<file path="config.mk">
export PLATFORM = sky130hd
export DESIGN_NAME = pmrp_monitor
export DESIGN_NICKNAME = d
export VERILOG_FILES = /design/src/common/pmrp_pkg.sv /design/src/verilog/pmrp_monitor.sv
export SDC_FILE = /design/constraint.sdc
export NUM_CORES = 1
export LEC_CHECK = 0
export BUFFER_PORTS_ARGS = -buffer_cell sky130_fd_sc_hd__buf_4
export CORE_MARGIN = 2
export CORE_UTILIZATION = 59
export CTS_BUF_LIST = sky130_fd_sc_hd__clkbuf_4 sky130_fd_sc_hd__clkbuf_8 sky130_fd_sc_hd__clkbuf_16
export DETAILED_ROUTE_END_ITERATION = 6
export PLACE_DENSITY = 0.73
export SYNTH_ARGS = -nofsm -noshare
export SYNTH_HDL_FRONTEND = slang
export SYNTH_SLANG_ARGS = --single-unit
export TNS_END_PERCENT = 30
</file>
<file path="constraint.sdc">
create_clock -name clk_i -period 11.7 [get_ports clk_i]
set_input_delay 0 -clock clk_i [delete_from_list [all_inputs] [get_ports clk_i]]
set_output_delay 0 -clock clk_i [all_outputs]
set_load 0.02 [all_outputs]
</file>
<file path="src/common/pmrp_pkg.sv">
package pmrp_pkg;

	// Register command codes.
	localparam logic [7:0] CMD_GAIN      = 8'h38;
	localparam logic [7:0] CMD_BUS_RES   = 8'h8b;
	localparam logic [7:0] CMD_CUR_RES   = 8'h8c;
	localparam logic [7:0] CMD_TEMP_RES  = 8'h8d;
	localparam logic [7:0] CMD_ICFG      = 8'hd4;
	localparam logic [7:0] CMD_VCFG      = 8'hd5;
	localparam logic [7:0] CMD_SHUNT_RES = 8'hd6;
	localparam logic [7:0] CMD_PEAK_CFG  = 8'hd7;
	localparam logic [7:0] CMD_PEAK_MIN  = 8'hd8;
	localparam logic [7:0] CMD_PEAK_MAX  = 8'hd9;
	localparam logic [7:0] CMD_EXCITE    = 8'he2;

	// Field layout of both channel configuration words.
	localparam int PRI_CT_LSB  = 0;
	localparam int PRI_AVG_LSB = 3;
	localparam int AUX_CT_LSB  = 7;
	localparam int AUX_AVG_LSB = 10;
	localparam int CFG_WIDTH   = 14;
	localparam int GAIN_WIDTH  = 15;
	localparam int PEAK_EN_BIT = 0;
	localparam int EXC_EN_BIT  = 0;

	// Reset values.
	localparam logic [13:0] CFG_RESET  = 14'h0387;
	localparam logic [14:0] GAIN_RESET = 15'h0000;

	// Operating mode codes.
	localparam logic [2:0] MODE_SHUNT     = 3'h0;
	localparam logic [2:0] MODE_BUS       = 3'h1;
	localparam logic [2:0] MODE_SHUNT_BUS = 3'h2;
	localparam logic [2:0] MODE_TEMP      = 3'h6;
	localparam logic [2:0] MODE_ALL       = 3'h7;

	// Measurement channels in conversion order.
	localparam logic [1:0] CH_SHUNT = 2'h0;
	localparam logic [1:0] CH_BUS   = 2'h1;
	localparam logic [1:0] CH_TEMP  = 2'h2;
	localparam logic [1:0] CH_NONE  = 2'h3;

	// Timing.
	localparam int CLK_PERIOD_PS   = 25000;
	localparam int CONV_BASE_PS    = 64000000;
	localparam int CONV_BASE_CYC   = CONV_BASE_PS / CLK_PERIOD_PS;
	localparam int EXCITE_PS       = 1000000;
	localparam int EXCITE_CYC      = EXCITE_PS / CLK_PERIOD_PS;
	localparam int EXCITE_HALF_CYC = EXCITE_CYC / 2;

	// Arithmetic.
	localparam int MATH_SHIFT    = 11;
	localparam int AVG_MAX_SHIFT = 12;
	localparam int ACC_WIDTH     = 29;

	// Register access request from the serial front end.
	typedef struct packed {
		logic [7:0]  cmd;
		logic        wr;
		logic        rd;
		logic [15:0] wdata;
	} pmrp_req_s;

	// Mode register fields owned by the surrounding core.
	typedef struct packed {
		logic       powerdown;
		logic       continuous;
		logic [2:0] op_mode;
	} pmrp_mode_s;

endpackage : pmrp_pkg

</file>
<file path="src/verilog/pmrp_monitor.sv">
// Behaviour
// - voltage config holds bus/aux time and averaging; its aux fields are unused, aux takes the shunt config aux fields
// - three-bit code selects 64us up to 2.048ms
// - four-bit code selects 2^n or 4096 averages
// - peak config bit 0 enables min/max tracking
// - each current result updates min and max
// - tracking uses only the current result
// - tracking same in triggered and continuous
// - disabling tracking clears min and max
// - excitation clear gives plain aux differential
// - excitation bit alone does not start diode
// - mode value six selects temperature only
// - diode mode in both modes, exit reversing
// - two diode currents held within 1us
// - diode difference stored signed, 10uV per count
// - diode timing follows aux shunt settings
// - shunt result signed, 2.5uV per count
// - bus result unsigned, 1mV or 250uV
// - current from shunt and 15-bit gain
`timescale 1ns/10ps

module pmrp_monitor
	import pmrp_pkg::*;
#(
	parameter int CONV_CYC = CONV_BASE_CYC
) (
	// Clock and reset.
	input  wire logic        clk_i,
	input  wire logic        resetn_i,
	// Register access.
	input  wire pmrp_req_s   req_i,
	output logic [15:0]      rdata_o,
	// Mode register fields and trigger.
	input  wire pmrp_mode_s  mode_i,
	input  wire logic        trigger_i,
	// Converter.
	input  wire logic [15:0] adc_data_i,
	output logic [1:0]       adc_chan_o,
	output logic             adc_sample_o,
	// Aux input front end.
	output logic             diode_mode_o,
	output logic             excite_o,
	output logic             excite_high_o,
	output logic             busy_o
);

	typedef enum logic [1:0] {
		ST_IDLE,
		ST_EXCITE,
		ST_CONVERT
	} pmrp_state_e;

	// Reports whether a channel belongs to the selected mode.
	function automatic logic chan_used(input logic [1:0] ch, input logic [2:0] mode);
		logic used;
		used = 1'b0;
		case (ch)
			CH_SHUNT: used = (mode == MODE_SHUNT) || (mode == MODE_SHUNT_BUS) || (mode == MODE_ALL);
			CH_BUS:   used = (mode == MODE_BUS) || (mode == MODE_SHUNT_BUS) || (mode == MODE_ALL);
			CH_TEMP:  used = (mode == MODE_TEMP) || (mode == MODE_ALL);
			default:  used = 1'b0;
		endcase
		return used;
	endfunction : chan_used

	// First used channel at or above the given one, or none.
	function automatic logic [1:0] next_chan(input logic [2:0] from, input logic [2:0] mode);
		logic [1:0] nxt;
		nxt = CH_NONE;
		for (int c = 2; c >= 0; c--) begin
			if ((3'(c) >= from) && chan_used(2'(c), mode)) begin
				nxt = 2'(c);
			end
		end
		return nxt;
	endfunction : next_chan

	function automatic logic [31:0] conv_cycles(input logic [2:0] code);
		logic [2:0] sh;
		sh = code[2] ? (code[1] ? 3'h5 : 3'h4) : {1'b0, code[1:0]};
		return 32'(CONV_CYC) << sh;
	endfunction : conv_cycles

	function automatic logic [3:0] avg_shift(input logic [3:0] code);
		return (code[3:2] == 2'h3) ? 4'(AVG_MAX_SHIFT) : code;
	endfunction : avg_shift

	// Conversion-time code of a channel; the diode channel uses the aux shunt field.
	function automatic logic [2:0] ct_sel(input logic [1:0] ch, input logic [CFG_WIDTH-1:0] icfg,
		input logic [CFG_WIDTH-1:0] vcfg);
		return (ch == CH_SHUNT) ? icfg[PRI_CT_LSB +: 3] :
		       (ch == CH_BUS)   ? vcfg[PRI_CT_LSB +: 3] : icfg[AUX_CT_LSB +: 3];
	endfunction : ct_sel

	// Registers.
	logic [GAIN_WIDTH-1:0] gain_reg;
	logic [CFG_WIDTH-1:0]  icfg_reg;
	logic [CFG_WIDTH-1:0]  vcfg_reg;
	logic                  peak_en_reg;
	logic                  exc_en_reg;
	logic                  armed_reg;
	logic [15:0]           shunt_res_reg;
	logic [15:0]           bus_res_reg;
	logic [15:0]           cur_res_reg;
	logic [15:0]           temp_res_reg;
	logic [15:0]           peak_min_reg;
	logic [15:0]           peak_max_reg;
	logic                  peak_fresh_reg;
	logic                  cur_upd_reg;
	logic [15:0]           rdata_reg;
	pmrp_state_e           state_reg;
	pmrp_state_e           state_next;
	logic [1:0]            chan_reg;
	logic [1:0]            chan_next;
	logic [31:0]           timer_reg;
	logic [31:0]           timer_next;
	logic [11:0]           count_reg;
	logic [ACC_WIDTH-1:0]  acc_reg;
	logic                  sample_reg;

	// Access decode.
	wire logic wr_gain  = req_i.wr && (req_i.cmd == CMD_GAIN);
	wire logic wr_icfg  = req_i.wr && (req_i.cmd == CMD_ICFG);
	wire logic wr_vcfg  = req_i.wr && (req_i.cmd == CMD_VCFG);
	wire logic wr_peak  = req_i.wr && (req_i.cmd == CMD_PEAK_CFG);
	wire logic wr_exc   = req_i.wr && (req_i.cmd == CMD_EXCITE);

	// diode mode needs the full entry sequence
	wire logic ext_active = armed_reg && !mode_i.powerdown && (mode_i.op_mode == MODE_TEMP);

	// Per channel settings; diode conversions use the aux shunt fields.
	// diode follows aux shunt setting
	wire logic [2:0] ct_code  = ct_sel(chan_reg, icfg_reg, vcfg_reg);
	wire logic [3:0] avg_code = (chan_reg == CH_SHUNT) ? icfg_reg[PRI_AVG_LSB +: 4] :
	                            (chan_reg == CH_BUS)   ? vcfg_reg[PRI_AVG_LSB +: 4] : icfg_reg[AUX_AVG_LSB +: 4];
	wire logic [3:0]  avg_sh     = avg_shift(avg_code);
	wire logic [11:0] last_count = 12'((13'h0001 << avg_sh) - 13'h0001);
	wire logic        start      = !mode_i.powerdown && (mode_i.continuous || trigger_i);
	wire logic [1:0]  first_chan = next_chan(3'h0, mode_i.op_mode);
	wire logic [1:0]  after_chan = next_chan(3'({1'b0, chan_reg} + 3'h1), mode_i.op_mode);
	// Conversion time of the channel that follows, so each channel keeps its own timing.
	wire logic [2:0]  ct_after   = ct_sel((after_chan != CH_NONE) ? after_chan : first_chan, icfg_reg, vcfg_reg);
	wire logic        diode_step = ext_active && (chan_reg == CH_TEMP);
	wire logic        take       = (state_reg == ST_CONVERT) && (timer_reg == 32'h0);
	wire logic        chan_done  = take && (count_reg == last_count);

	// bus samples are unsigned, others signed
	wire logic [ACC_WIDTH-1:0] sample_ext = (chan_reg == CH_BUS) ? ACC_WIDTH'({1'b0, adc_data_i}) :
	                                        ACC_WIDTH'(signed'(adc_data_i));
	wire logic [ACC_WIDTH-1:0] acc_sum = acc_reg + sample_ext;
	wire logic [ACC_WIDTH-1:0] avg_out = (chan_reg == CH_BUS) ? (acc_sum >> avg_sh) :
	                                     ACC_WIDTH'(signed'(acc_sum) >>> avg_sh);

	// current from shunt result and gain
	wire logic signed [31:0] cur_prod = signed'(shunt_res_reg) * signed'({1'b0, gain_reg});
	wire logic signed [31:0] cur_scl  = cur_prod >>> MATH_SHIFT;
	wire logic               cur_hi   = (cur_scl > 32'sh00007fff);
	wire logic               cur_lo   = (cur_scl < -32'sh00008000);
	wire logic [15:0]        cur_val  = cur_hi ? 16'h7fff : (cur_lo ? 16'h8000 : cur_scl[15:0]);

	// Read data select.
	wire logic [15:0] rd_sel =
		(req_i.cmd == CMD_GAIN)      ? {1'b0, gain_reg} :
		(req_i.cmd == CMD_BUS_RES)   ? bus_res_reg :
		(req_i.cmd == CMD_CUR_RES)   ? cur_res_reg :
		(req_i.cmd == CMD_TEMP_RES)  ? temp_res_reg :
		(req_i.cmd == CMD_ICFG)      ? {2'h0, icfg_reg} :
		(req_i.cmd == CMD_VCFG)      ? {2'h0, vcfg_reg} :
		(req_i.cmd == CMD_SHUNT_RES) ? shunt_res_reg :
		(req_i.cmd == CMD_PEAK_CFG)  ? {15'h0000, peak_en_reg} :
		(req_i.cmd == CMD_PEAK_MIN)  ? peak_min_reg :
		(req_i.cmd == CMD_PEAK_MAX)  ? peak_max_reg :
		(req_i.cmd == CMD_EXCITE)    ? {15'h0000, exc_en_reg} : 16'h0000;

	// Sequencer next state: excite the diode, convert, step channels.
	always_comb begin
		state_next = state_reg;
		chan_next  = chan_reg;
		timer_next = (timer_reg != 32'h0) ? timer_reg - 32'h1 : 32'h0;
		case (state_reg)
			ST_IDLE: begin
				if (start && (first_chan != CH_NONE)) begin
					chan_next  = first_chan;
					state_next = (ext_active && (first_chan == CH_TEMP)) ? ST_EXCITE : ST_CONVERT;
					timer_next = (state_next == ST_EXCITE) ? 32'(EXCITE_CYC - 1) : 32'h0;
				end
			end
			ST_EXCITE: begin
				if (mode_i.powerdown) begin
					state_next = ST_IDLE;
				end else if (timer_reg == 32'h0) begin
					state_next = ST_CONVERT;
					timer_next = conv_cycles(ct_code) - 32'h1;
				end
			end
			ST_CONVERT: begin
				if (mode_i.powerdown) begin
					state_next = ST_IDLE;
				end else if (chan_done) begin
					chan_next = (after_chan != CH_NONE) ? after_chan : first_chan;
					if ((after_chan == CH_NONE) && !mode_i.continuous) begin
						state_next = ST_IDLE;
					end else if (ext_active && (chan_next == CH_TEMP)) begin
						state_next = ST_EXCITE;
						timer_next = 32'(EXCITE_CYC - 1);
					end else begin
						timer_next = conv_cycles(ct_after) - 32'h1;
					end
				end else if (take && diode_step) begin
					state_next = ST_EXCITE;
					timer_next = 32'(EXCITE_CYC - 1);
				end else if (take) begin
					timer_next = conv_cycles(ct_code) - 32'h1;
				end
			end
			default: state_next = ST_IDLE;
		endcase
	end

	// Sequencer state, sample count and accumulator.
	always_ff @(posedge clk_i or negedge resetn_i) begin
		if (!resetn_i) begin
			state_reg  <= ST_IDLE;
			chan_reg   <= CH_SHUNT;
			timer_reg  <= 32'h0;
			count_reg  <= 12'h000;
			acc_reg    <= '0;
			sample_reg <= 1'b0;
		end else begin
			state_reg  <= state_next;
			chan_reg   <= chan_next;
			timer_reg  <= timer_next;
			sample_reg <= take;
			if ((state_reg == ST_IDLE) || chan_done) begin
				count_reg <= 12'h000;
				acc_reg   <= '0;
			end else if (take) begin
				count_reg <= count_reg + 12'h001;
				acc_reg   <= acc_sum;
			end
		end
	end

	// Configuration registers written by the host.
	always_ff @(posedge clk_i or negedge resetn_i) begin
		if (!resetn_i) begin
			gain_reg    <= GAIN_RESET;
			icfg_reg    <= CFG_RESET;
			vcfg_reg    <= CFG_RESET;
			peak_en_reg <= 1'b0;
			exc_en_reg  <= 1'b0;
		end else begin
			if (wr_gain) gain_reg <= req_i.wdata[GAIN_WIDTH-1:0];
			if (wr_icfg) icfg_reg <= req_i.wdata[CFG_WIDTH-1:0];
			if (wr_vcfg) vcfg_reg <= req_i.wdata[CFG_WIDTH-1:0];
			if (wr_peak) peak_en_reg <= req_i.wdata[PEAK_EN_BIT];
			if (wr_exc) exc_en_reg <= req_i.wdata[EXC_EN_BIT];
		end
	end

	// Diode arming: excitation set while powered down, dropped with the bit.
	always_ff @(posedge clk_i or negedge resetn_i) begin
		if (!resetn_i) begin
			armed_reg <= 1'b0;
		end else begin
			if (!exc_en_reg) armed_reg <= 1'b0;
			else if (mode_i.powerdown) armed_reg <= 1'b1;
		end
	end

	// Result registers updated at the end of each averaging run.
	always_ff @(posedge clk_i or negedge resetn_i) begin
		if (!resetn_i) begin
			shunt_res_reg <= 16'h0000;
			bus_res_reg   <= 16'h0000;
			temp_res_reg  <= 16'h0000;
			cur_res_reg   <= 16'h0000;
			cur_upd_reg   <= 1'b0;
		end else begin
			cur_upd_reg <= 1'b0;
			if (chan_done) begin
				case (chan_reg)
					CH_SHUNT: begin
						shunt_res_reg <= avg_out[15:0];
						cur_upd_reg   <= 1'b1;
					end
					CH_BUS:   bus_res_reg <= avg_out[15:0];
					CH_TEMP:  temp_res_reg <= avg_out[15:0];
					default:  cur_upd_reg <= 1'b0;
				endcase
			end
			if (cur_upd_reg) cur_res_reg <= cur_val;
		end
	end

	// Min and max current tracking, held at zero while disabled.
	always_ff @(posedge clk_i or negedge resetn_i) begin
		if (!resetn_i) begin
			peak_min_reg   <= 16'h0000;
			peak_max_reg   <= 16'h0000;
			peak_fresh_reg <= 1'b1;
		end else if (!peak_en_reg) begin
			peak_min_reg   <= 16'h0000;
			peak_max_reg   <= 16'h0000;
			peak_fresh_reg <= 1'b1;
		end else if (cur_upd_reg) begin
			// only the current result feeds this
			peak_fresh_reg <= 1'b0;
			if (peak_fresh_reg || (signed'(cur_val) < signed'(peak_min_reg))) peak_min_reg <= cur_val;
			if (peak_fresh_reg || (signed'(cur_val) > signed'(peak_max_reg))) peak_max_reg <= cur_val;
		end
	end

	// Read data captured on a read strobe.
	always_ff @(posedge clk_i or negedge resetn_i) begin
		if (!resetn_i) rdata_reg <= 16'h0000;
		else if (req_i.rd) rdata_reg <= rd_sel;
	end

	// Outputs; the diode current steps low then high within 1us.
	assign rdata_o       = rdata_reg;
	assign adc_chan_o    = chan_reg;
	assign adc_sample_o  = sample_reg;
	assign diode_mode_o  = ext_active;
	// two currents, each half the window
	assign excite_o      = (state_reg == ST_EXCITE);
	assign excite_high_o = (state_reg == ST_EXCITE) && (timer_reg < 32'(EXCITE_HALF_CYC));
	assign busy_o        = (state_reg != ST_IDLE);

endmodule : pmrp_monitor
</file>
# Yosys cells after proc, flatten, opt, wreduce, memory -nomap -nowiden
# Cells that the tools add are included.
totals:
  reg_bits: 238
  in_bits: 50
  output_inout_bits: 23
  elab_cells: 202
op_classes:
  n_addsub: 7
  n_mul: 1
  magnitude_cmp: 8
  n_eq_ne: 38
  n_shift: 5
  muxes: 75
  n_reduce_logical: 47
op_table:
  columns: ["op", "count"]
  rows:
  - ["$mux 32", 10]
  - ["$mux 16", 19]
  - ["$pmux 32 s3", 1]
  - ["$sub 32x1->32 const B", 3]
  - ["$mux 29", 3]
  - ["$eq 8x8->1 const B", 10]
  - ["$shl 12x3->32 const A", 2]
  - ["$mux 2", 17]
  - ["$logic_not 32->1", 1]
  - ["$lt 32x5->1 const B", 1]
  - ["$mul 16x16->32", 1]
  - ["$reduce_bool 32->1", 1]
  - ["$add 29x29->29", 1]
  - ["$shr 29x4->16", 1]
  - ["$sshr 29x4->16", 1]
  - ["$mux 12", 2]
  - ["$gt 21x16->1 const B", 1]
  - ["$lt 21x16->1 const B", 1]
  - ["$logic_and 1x1->1", 20]
  - ["$mux 3", 6]
  - ["$gt 16x16->1", 1]
  - ["$lt 16x16->1", 1]
  - ["$add 12x1->12 const B", 1]
  - ["$eq 12x12->1", 1]
  - ["28 further kinds", 75]

# Longest topological paths before layout
# Gate-level depths: netlist of the first run.
depth:
  depth_word: 20
  mapped_depth: 40
  mapped_depth_nobuf: 37

# Worst setup path before layout of the first run
# No wires, ideal clock.
synth_timing:
  kind: "reg-to-reg"
  startpoint: "register shunt_res_reg[15]"
  endpoint: "register peak_max_reg[10]"
  setup_time_ps: 141
  arrival_time_ps: 9187
  t_required_ps: 11559
  setup_slack_ps: 2372
  path_stages_with_launch: 38
  path_buffers: 3
  period_less_slack_ps: 9328
  cell_sequence: "dfrtp_1 clkbuf_1 nand2_1 inv_1 fa_1 inv_1 fa_1 inv_1 fa_1 fa_1 fa_1 inv_1 fa_1 inv_1 ha_1 nand2_1 or4b_2 a21oi_1 [2 not listed] xnor2_1 inv_1 a31oi_1 clkbuf_1 o21a_1 inv_1 ha_1 o21a_1 o21a_1 o21a_1 o21a_1 o21ai_0 a31oi_1 o21ai_0 nand2_1 nand2_1 clkbuf_1 o22ai_1"
synth_between:
  elab_chain_cells: 8
  word_cells_on_any_way: 12
  cone_classes: "mul: 1; order compare: 3; eq/ne: 1; mux: 5; reduce/logical: 2"
synth_lines:
  columns: ["item", "line_no", "rtl"]
  rows:
  - ["start: declaration", "pmrp_monitor.sv:102", "logic [15:0] shunt_res_reg;"]
  - ["start signal: assignment", "pmrp_monitor.sv:284", "shunt_res_reg <= avg_out[15:0];"]
  - ["$mul 16x16->32 (*)", "pmrp_monitor.sv:155", "wire logic signed [31:0] cur_prod = signed'(shunt_res_reg) * signed'({1'b0, gain_reg});"]
  - ["$lt 21x16->1", "pmrp_monitor.sv:158", "wire logic cur_lo = (cur_scl < -32'sh00008000);"]
  - ["$mux 16", "pmrp_monitor.sv:159", "wire logic [15:0] cur_val = cur_hi ? 16'h7fff : (cur_lo ? 16'h8000 : cur_scl[15:0]);"]
  - ["$mux 16 (*)", "pmrp_monitor.sv:159", null]
  - ["net cur_val[15]", "pmrp_monitor.sv:159", null]
  - ["$gt 16x16->1 (*)", "pmrp_monitor.sv:310", "if (peak_fresh_reg || (signed'(cur_val) > signed'(peak_max_reg))) peak_max_reg <= cur_val;"]
  - ["$logic_or 1x1->1 (*)", "pmrp_monitor.sv:310", null]
  - ["$ne 2x1->1 (no line) (*)", null, null]
  - ["$reduce_and 2->1 (no line) (*)", null, null]
  - ["end signal: assignment", "pmrp_monitor.sv:310", null]
  - ["end: declaration", "pmrp_monitor.sv:107", "logic [15:0] peak_max_reg;"]
# Mark *: on every way through the listed nets, which the timed path passes. The rest lies on a longest branch. The select of a mux whose other input is x is not followed.
# A chain may end at the register's enable or synchronous reset.

# Final worst setup path of the first run
# Same ends and word-level chain as after synthesis.

==> results of run 1 <==
-- metrics by stage --
| stage | setup WS (ns) | cells |
|---|---|---|
| after global routing | 0.716 | 3398 |
| final | 1.34 | 3398 |
| after CTS | 1.35 | 3397 |
| after floorplan | 2.37 | 2798 |
| after global placement | 1.59 | 3321 |
| after detailed placement | 1.39 | 3321 |
-- cells by family (layout without fill, tap and decap cells) --
family / after synthesis / after routing / share of synthesized area (%)
AO/OA/AOI/OAI: 592 / 592 / 15.6
multiplexers: 126 / 126 / 5.49
adder cells (fa/ha/maj): 388 / 388 / 27.1
buffers and inverters: 496 / 557 / 7.62
XOR/XNOR: 91 / 91 / 3.22
flip-flops: 237 / 237 / 24.0
AND/OR/NAND/NOR: 868 / 868 / 17.0
-- final timing paths --
kind,start,endpoint,slack (ns),cells after the start
max,shunt_res_reg[15],peak_max_reg[10],1.34,36
min,adc_data_i[2],acc_reg[2],0.03,4
max reg2reg,shunt_res_reg[15],peak_max_reg[10],1.34,36
min reg2reg,bus_res_reg[8],bus_res_reg[8],0.48,2
max in group asynchronous,resetn_i,count_reg[3],9.29,4
min in group asynchronous,resetn_i,peak_min_reg[5],0.06,2
-- where the power goes --
group	switching, W	leakage, nW	internal, W
clock network	0.000359	0.487	0.000582
registers	0.000204	3.09	0.000944
logic	0.00196	9.50	0.00120
-- per-layer routing --
layer  vias up  share of wire (%)  wire, µm  global-route usage, %
li1       9515                  -         -                      -
met1     10600                 40     29000                   44.8
met2       812                 48     34800                   57.8
met3       173                7.1      5090                   4.16
met4         2                4.0      2870                   12.2
met5         -              0.017        12                      0
-- area by class of cell --
class / instances / area [µm²]
clock inverter: 13 / 243
timing repair buffer: 138 / 1110
inverter: 371 / 1390
fill: 3518 / 14600
tap: 539 / 674
multi-input combinational: 2065 / 17000
clock buffer: 35 / 743
sequential: 237 / 5950
-- synthesized netlist by cell type (8+ instances only) --
master,number
nand4_1,23
o22ai_1,29
nand2b_1,22
a22oi_1,22
a21o_1,27
a21oi_1,149
a221oi_1,14
fa_1,246
ha_1,142
and2_1,137
a211o_1,8
a31oi_1,15
o211ai_1,9
inv_1,370
clkbuf_1,105
or2_2,10
xnor2_1,57
xor2_1,34
o21a_1,35
a211oi_1,16
nor2b_1,16
mux2_2,79
o31ai_1,8
nor4_1,14
dfstp_2,13
nand2_1,313
a41oi_1,9
nand3_1,29
a22o_1,14
nor2_1,191
a222oi_1,19
and3_1,12
o21ai_0,143
mux2i_1,47
buf_1,10
dfrtp_1,224
nor3_1,45
o21ai_1,8
or3_1,14
-- critical path: cells and delay by family, from the launching register on --
kind | cells | cell delay, ns
buffers and inverters | 8 | 1.32
flip-flops | 1 | 0.79
AO/OA/AOI/OAI | 12 | 2.37
AND/OR/NAND/NOR | 7 | 1.67
XOR/XNOR | 1 | 0.37
adder cells (fa/ha/maj) | 8 | 3.69
==> run metrics, run 1 <==
status complete, but fails checks; failing checks design-rule violations; per-cell routed wire length 21.1 µm; final setup fails 0; Synth Register Bits 237; maximum fanout along the worst path 17; most common cell after layout, fill and taps aside inv_1; post-synthesis cell type count 92; async set-reset flop share out of synthesis 100%; YS warnings 0; Area Growth Syn to Fin 9.30%; chip width 209 µm; Max Cap Viol 0; EDFF count, synth 0; Synth top area share 22.6%; maximum VDD drop 170 µV; synthesized area per cell 8.85 µm²; PortBufs 71; CTS Hold Bufs 28; clk_lat worst skew 0.57 ns; Cell Pwr Density 194 mW/mm²; Synth area leader dfrtp_1; most used cell, CP inv_1; share of layout cells above drive strength 1 10.2%; global-route wire length before repair 117 mm; setup TNS 0 ns; Post-CTS Setup Inserts 0; DR vias 21.1k; max reg flops 32; Num CTS Buffers 26; Cell Area, Synth 0.0248 mm²; routability cong. 0.967; initial antenna violation count 1; dpl hpwl 54.4 mm; H-tree levels 1; final count of hold timing violations 0; Hold WS 0.0262 ns; drt drc 4; Initial Utilization 59.5%; CTS tree built; max-slew violations 0; WS Path Type flip-flop to flip-flop; final instance area 0.0271 mm²; Final Cycle Share 88.5%; Req. time, crit path 12.12 ns; gr ovfl total 0; post-CTS resize count 0; Routed WL 71.8 mm; RSZ-0062 raised after global routing no; commonest cells after routing, fill and taps aside inv_1, nand2_1, fa_1; post-route minimum period 10.36 ns; Primary FF master, synth dfrtp_1; Worst Setup End Kind flip-flop; Max Clock Skew 0.0301 ns; IO Count 73; ANT nets after route 0; CTS Root Cell clkbuf_16; Critical Path Max Stage Delay 0.79 ns; die height 209 µm; clk sink count 237; Area contributors post-synth dfrtp_1, fa_1, ha_1, inv_1, nand2_1; Layout Nets 3,277; Clock Pin Slew Worst Setup and Hold Paths 0.06 ns; DRC marker count from the first detailed-route iteration 1,741; Crit-path slowest cell dfrtp_1; critical path arrival 10.77 ns; number of global-route vias before repair 21.6k; die area 0.0436 mm²; type of the worst min-delay path primary input to flip-flop; vias per cell 6.20; post-synthesis sequential area ratio 24.0%; largest net degree at the start of global routing 95; final core occ 65.0%; Clock Tree Buf Depth 3; row count 75; post-synth net total 3,236; worst-margin pin slew 1.12 ns; critical path launch point type flip-flop; Static Leak 13.1 nW; Cells after Synth 2,798; Placed Area 0.0258 mm²; f_max 96.6 MHz; n_diodes 0; overall routing resource usage 33.9%; DR pass1 iterations 7; relative slew slack 25.4%; overall power 0.00525 W; Core Area 0.0417 mm²
Power figures use the tool's default switching activity.
==> run 2, diff against run 1 <==
Settings changed: PLACE_DENSITY 0.73 to unset, PLACE_DENSITY_LB_ADDON set to 0.15.
==> run 2 against run 1 <==
The flow now finishes without violations. Setup slack worse by 0.36 ns. Final cell count decreased by 0.21%. Die area did not move. Power fell by 2.9%. Clock skew shrank 0.017 ns. Routed wire length decreased by 1.2%. Clock-buffer cell count increased by 5. Critical path depth is 3 lower. Cell area decreased by 0.76%. First-iteration DRC count down 1.3%. Worst hold slack improved by 0.0036 ns. Maximum frequency down 3.3%. Critical endpoint is now peak_min_reg[10]. Largest power group unchanged.
==> run metrics, run 2 (synthesized netlist as in run 1, its figures left out) <==
Clock Pin Slew Worst Setup and Hold Paths 0.07 ns (was 0.06 ns); initial antenna violation count 2 (was 1); Cell Pwr Density 190 mW/mm² (was 194 mW/mm²); Hold WS 0.0298 ns (was 0.0262 ns); largest net degree at the start of global routing 101 (was 95); Critical Path Max Stage Delay 0.93 ns (was 0.79 ns); commonest cells after routing, fill and taps aside inv_1, nand2_1, fa_1 (unchanged); CTS tree built (unchanged); H-tree levels 1 (unchanged); drt drc 0 (was 4); PortBufs 71 (unchanged); DR vias 20.9k (was 21.1k); global-route wire length before repair 116 mm (was 117 mm); type of the worst min-delay path primary input to asynchronous set/reset pin (was primary input to flip-flop); ANT nets after route 0 (unchanged); clk sink count 237 (unchanged); critical path launch point type flip-flop (unchanged); f_max 93.3 MHz (was 96.6 MHz); final count of hold timing violations 0 (unchanged); Max Cap Viol 0 (unchanged); vias per cell 6.15 (was 6.20); Routed WL 71.0 mm (was 71.8 mm); max reg flops 32 (unchanged); relative slew slack 26.2% (was 25.4%); critical path arrival 11.19 ns (was 10.77 ns); Final Cycle Share 91.6% (was 88.5%); status finished clean (was complete, but fails checks); Req. time, crit path 12.17 ns (was 12.12 ns); per-cell routed wire length 20.9 µm (was 21.1 µm); Sequential Power Share 23.1% (was 21.8%); die area 0.0436 mm² (unchanged); maximum VDD drop 149 µV (was 170 µV); Static Leak 13.0 nW (was 13.1 nW); worst setup path end peak_min_reg[10] (was peak_max_reg[10]); P_sw 0.00250 W (was 0.00253 W); post-route minimum period 10.71 ns (was 10.36 ns); Num CTS Buffers 25 (was 26); R2R Setup Slk 0.99 ns (was 1.34 ns); gr ovfl total 0 (unchanged); Area Growth Syn to Fin 8.47% (was 9.30%); worst-margin pin slew 1.10 ns (was 1.12 ns); Comb pwr share 60.9% (was 60.2%); row count 75 (unchanged); Worst Setup End Kind flip-flop (unchanged); Crit-path slowest cell dfrtp_1 (unchanged); clk_lat worst skew 0.55 ns (was 0.57 ns); Reg2Reg Depth 33 (was 36); DR pass1 iterations 7 (unchanged); number of global-route vias before repair 21.3k (was 21.6k); RSZ-0062 raised after global routing no (unchanged); overall routing resource usage 33.5% (was 33.9%); post-CTS resize count 0 (unchanged); chip width 209 µm (unchanged); Core Area 0.0417 mm² (unchanged); share of layout cells above drive strength 1 9.93% (was 10.2%); die height 209 µm (unchanged); dpl hpwl 53.7 mm (was 54.4 mm); DRC marker count from the first detailed-route iteration 1,719 (was 1,741); most common cell after layout, fill and taps aside inv_1 (unchanged); Pint 0.00260 W (was 0.00273 W); final setup fails 0 (unchanged); Worst Setup SP gain_reg[7] (was shunt_res_reg[15]); routability cong. 0.960 (was 0.967); WS Path Type flip-flop to flip-flop (unchanged); CTS Root Cell clkbuf_16 (unchanged); reg2reg end peak_min_reg[10] (was peak_max_reg[10]); Max Clock Skew 0.0129 ns (was 0.0301 ns); max-slew violations 0 (unchanged); clock power share 16.0% (was 17.9%); Clock Tree Buf Depth 3 (unchanged); setup TNS 0 ns (unchanged); Initial Utilization 59.5% (unchanged); IO Count 73 (unchanged); reg2reg start gain_reg[7] (was shunt_res_reg[15]); Layout Nets 3,268 (was 3,277); maximum fanout along the worst path 18 (was 17); Sw Ratio 49.0% (was 48.1%)
## run 2: cell count changes in the layout (fill, tap and decap cells not counted)
cell        change
clkbuf_8        +1
clkinv_8        -1
clkbuf_4        +5
buf_4           -8
clkbuf_16       -1
diode_2         +3
clkinv_2        +1
clkinvlp_4      -1
inv_8           -1
bufinv_16       -5
## run 2: routing by layer
metal | GRT usage, % | up-vias | part of all wire, %
met5 | 0 | - | 0
met4 | 11.9 | 0 | 3.8
met1 | 44.7 | 10400 | 41
met2 | 56.2 | 785 | 48
met3 | 4.70 | 146 | 7.5
li1 | - | 9491 | -
## run 2: layout make-up
type | count | area (µm²)
multi-input cells | 2065 | 17000
fillers | 3561 | 14800
flip-flops and latches | 237 | 5950
inverters | 371 | 1390
repair buffers | 130 | 1050
clock buffers | 40 | 769
well taps | 539 | 674
clock inverters | 6 | 62.6
diodes | 3 | 7.51
## run 2: timing repair
item,CTS,global route
hold buffers,28,0
endpoints found under the hold margin,170,0
setup buffers,0,0
## run 2: power by group through the flow
stage	clock, W	combinational, W	sequential (W)
2_1_floorplan	0	0.00228	0.00105
3_3_place_gp	0	0.00297	0.00117
3_5_place_dp	0	0.00305	0.00118
4_1_cts	0.000828	0.00308	0.00117
5_1_grt	0.000860	0.00348	0.00119
6_report	0.000818	0.00311	0.00118
## run 2: stage by stage
step	worst slack [ns]	power [W]	util, %	instance area [µm²]	cells
6_report	0.985	0.00510	64.5	26900	3391
5_1_grt	0.345	0.00553	64.5	26900	3389
4_1_cts	1.02	0.00508	64.5	26900	3388
3_5_place_dp	1.05	0.00423	61.8	25700	3314
3_3_place_gp	1.31	0.00414	61.8	25700	3314
2_1_floorplan	2.37	0.00333	-	24800	2798
## run 2: how the worst min path moves through the flow
| stage | depth (start not counted) | end | startpoint |
|---|---|---|---|
| floorplan | 0 | acc_reg[0] | resetn_i |
| global placement | 1 | peak_min_reg[3] | resetn_i |
| detailed placement | 1 | gain_reg[1] | resetn_i |
| CTS | 5 | adc_chan_o[1] | mode_i[1] |
| global route | 4 | acc_reg[2] | adc_data_i[2] |
| finish | 2 | peak_min_reg[5] | resetn_i |
## run 2: critical path: cells and delay by family (launching register included)
kind / cells / cell delay [ns]
buffers and inverters: 7 / 0.87
adder cells (fa/ha/maj): 8 / 4.24
XOR/XNOR: 1 / 0.34
multiplexers: 1 / 0.24
flip-flops: 1 / 0.93
AO/OA/AOI/OAI: 11 / 2.77
AND/OR/NAND/NOR: 5 / 1.22
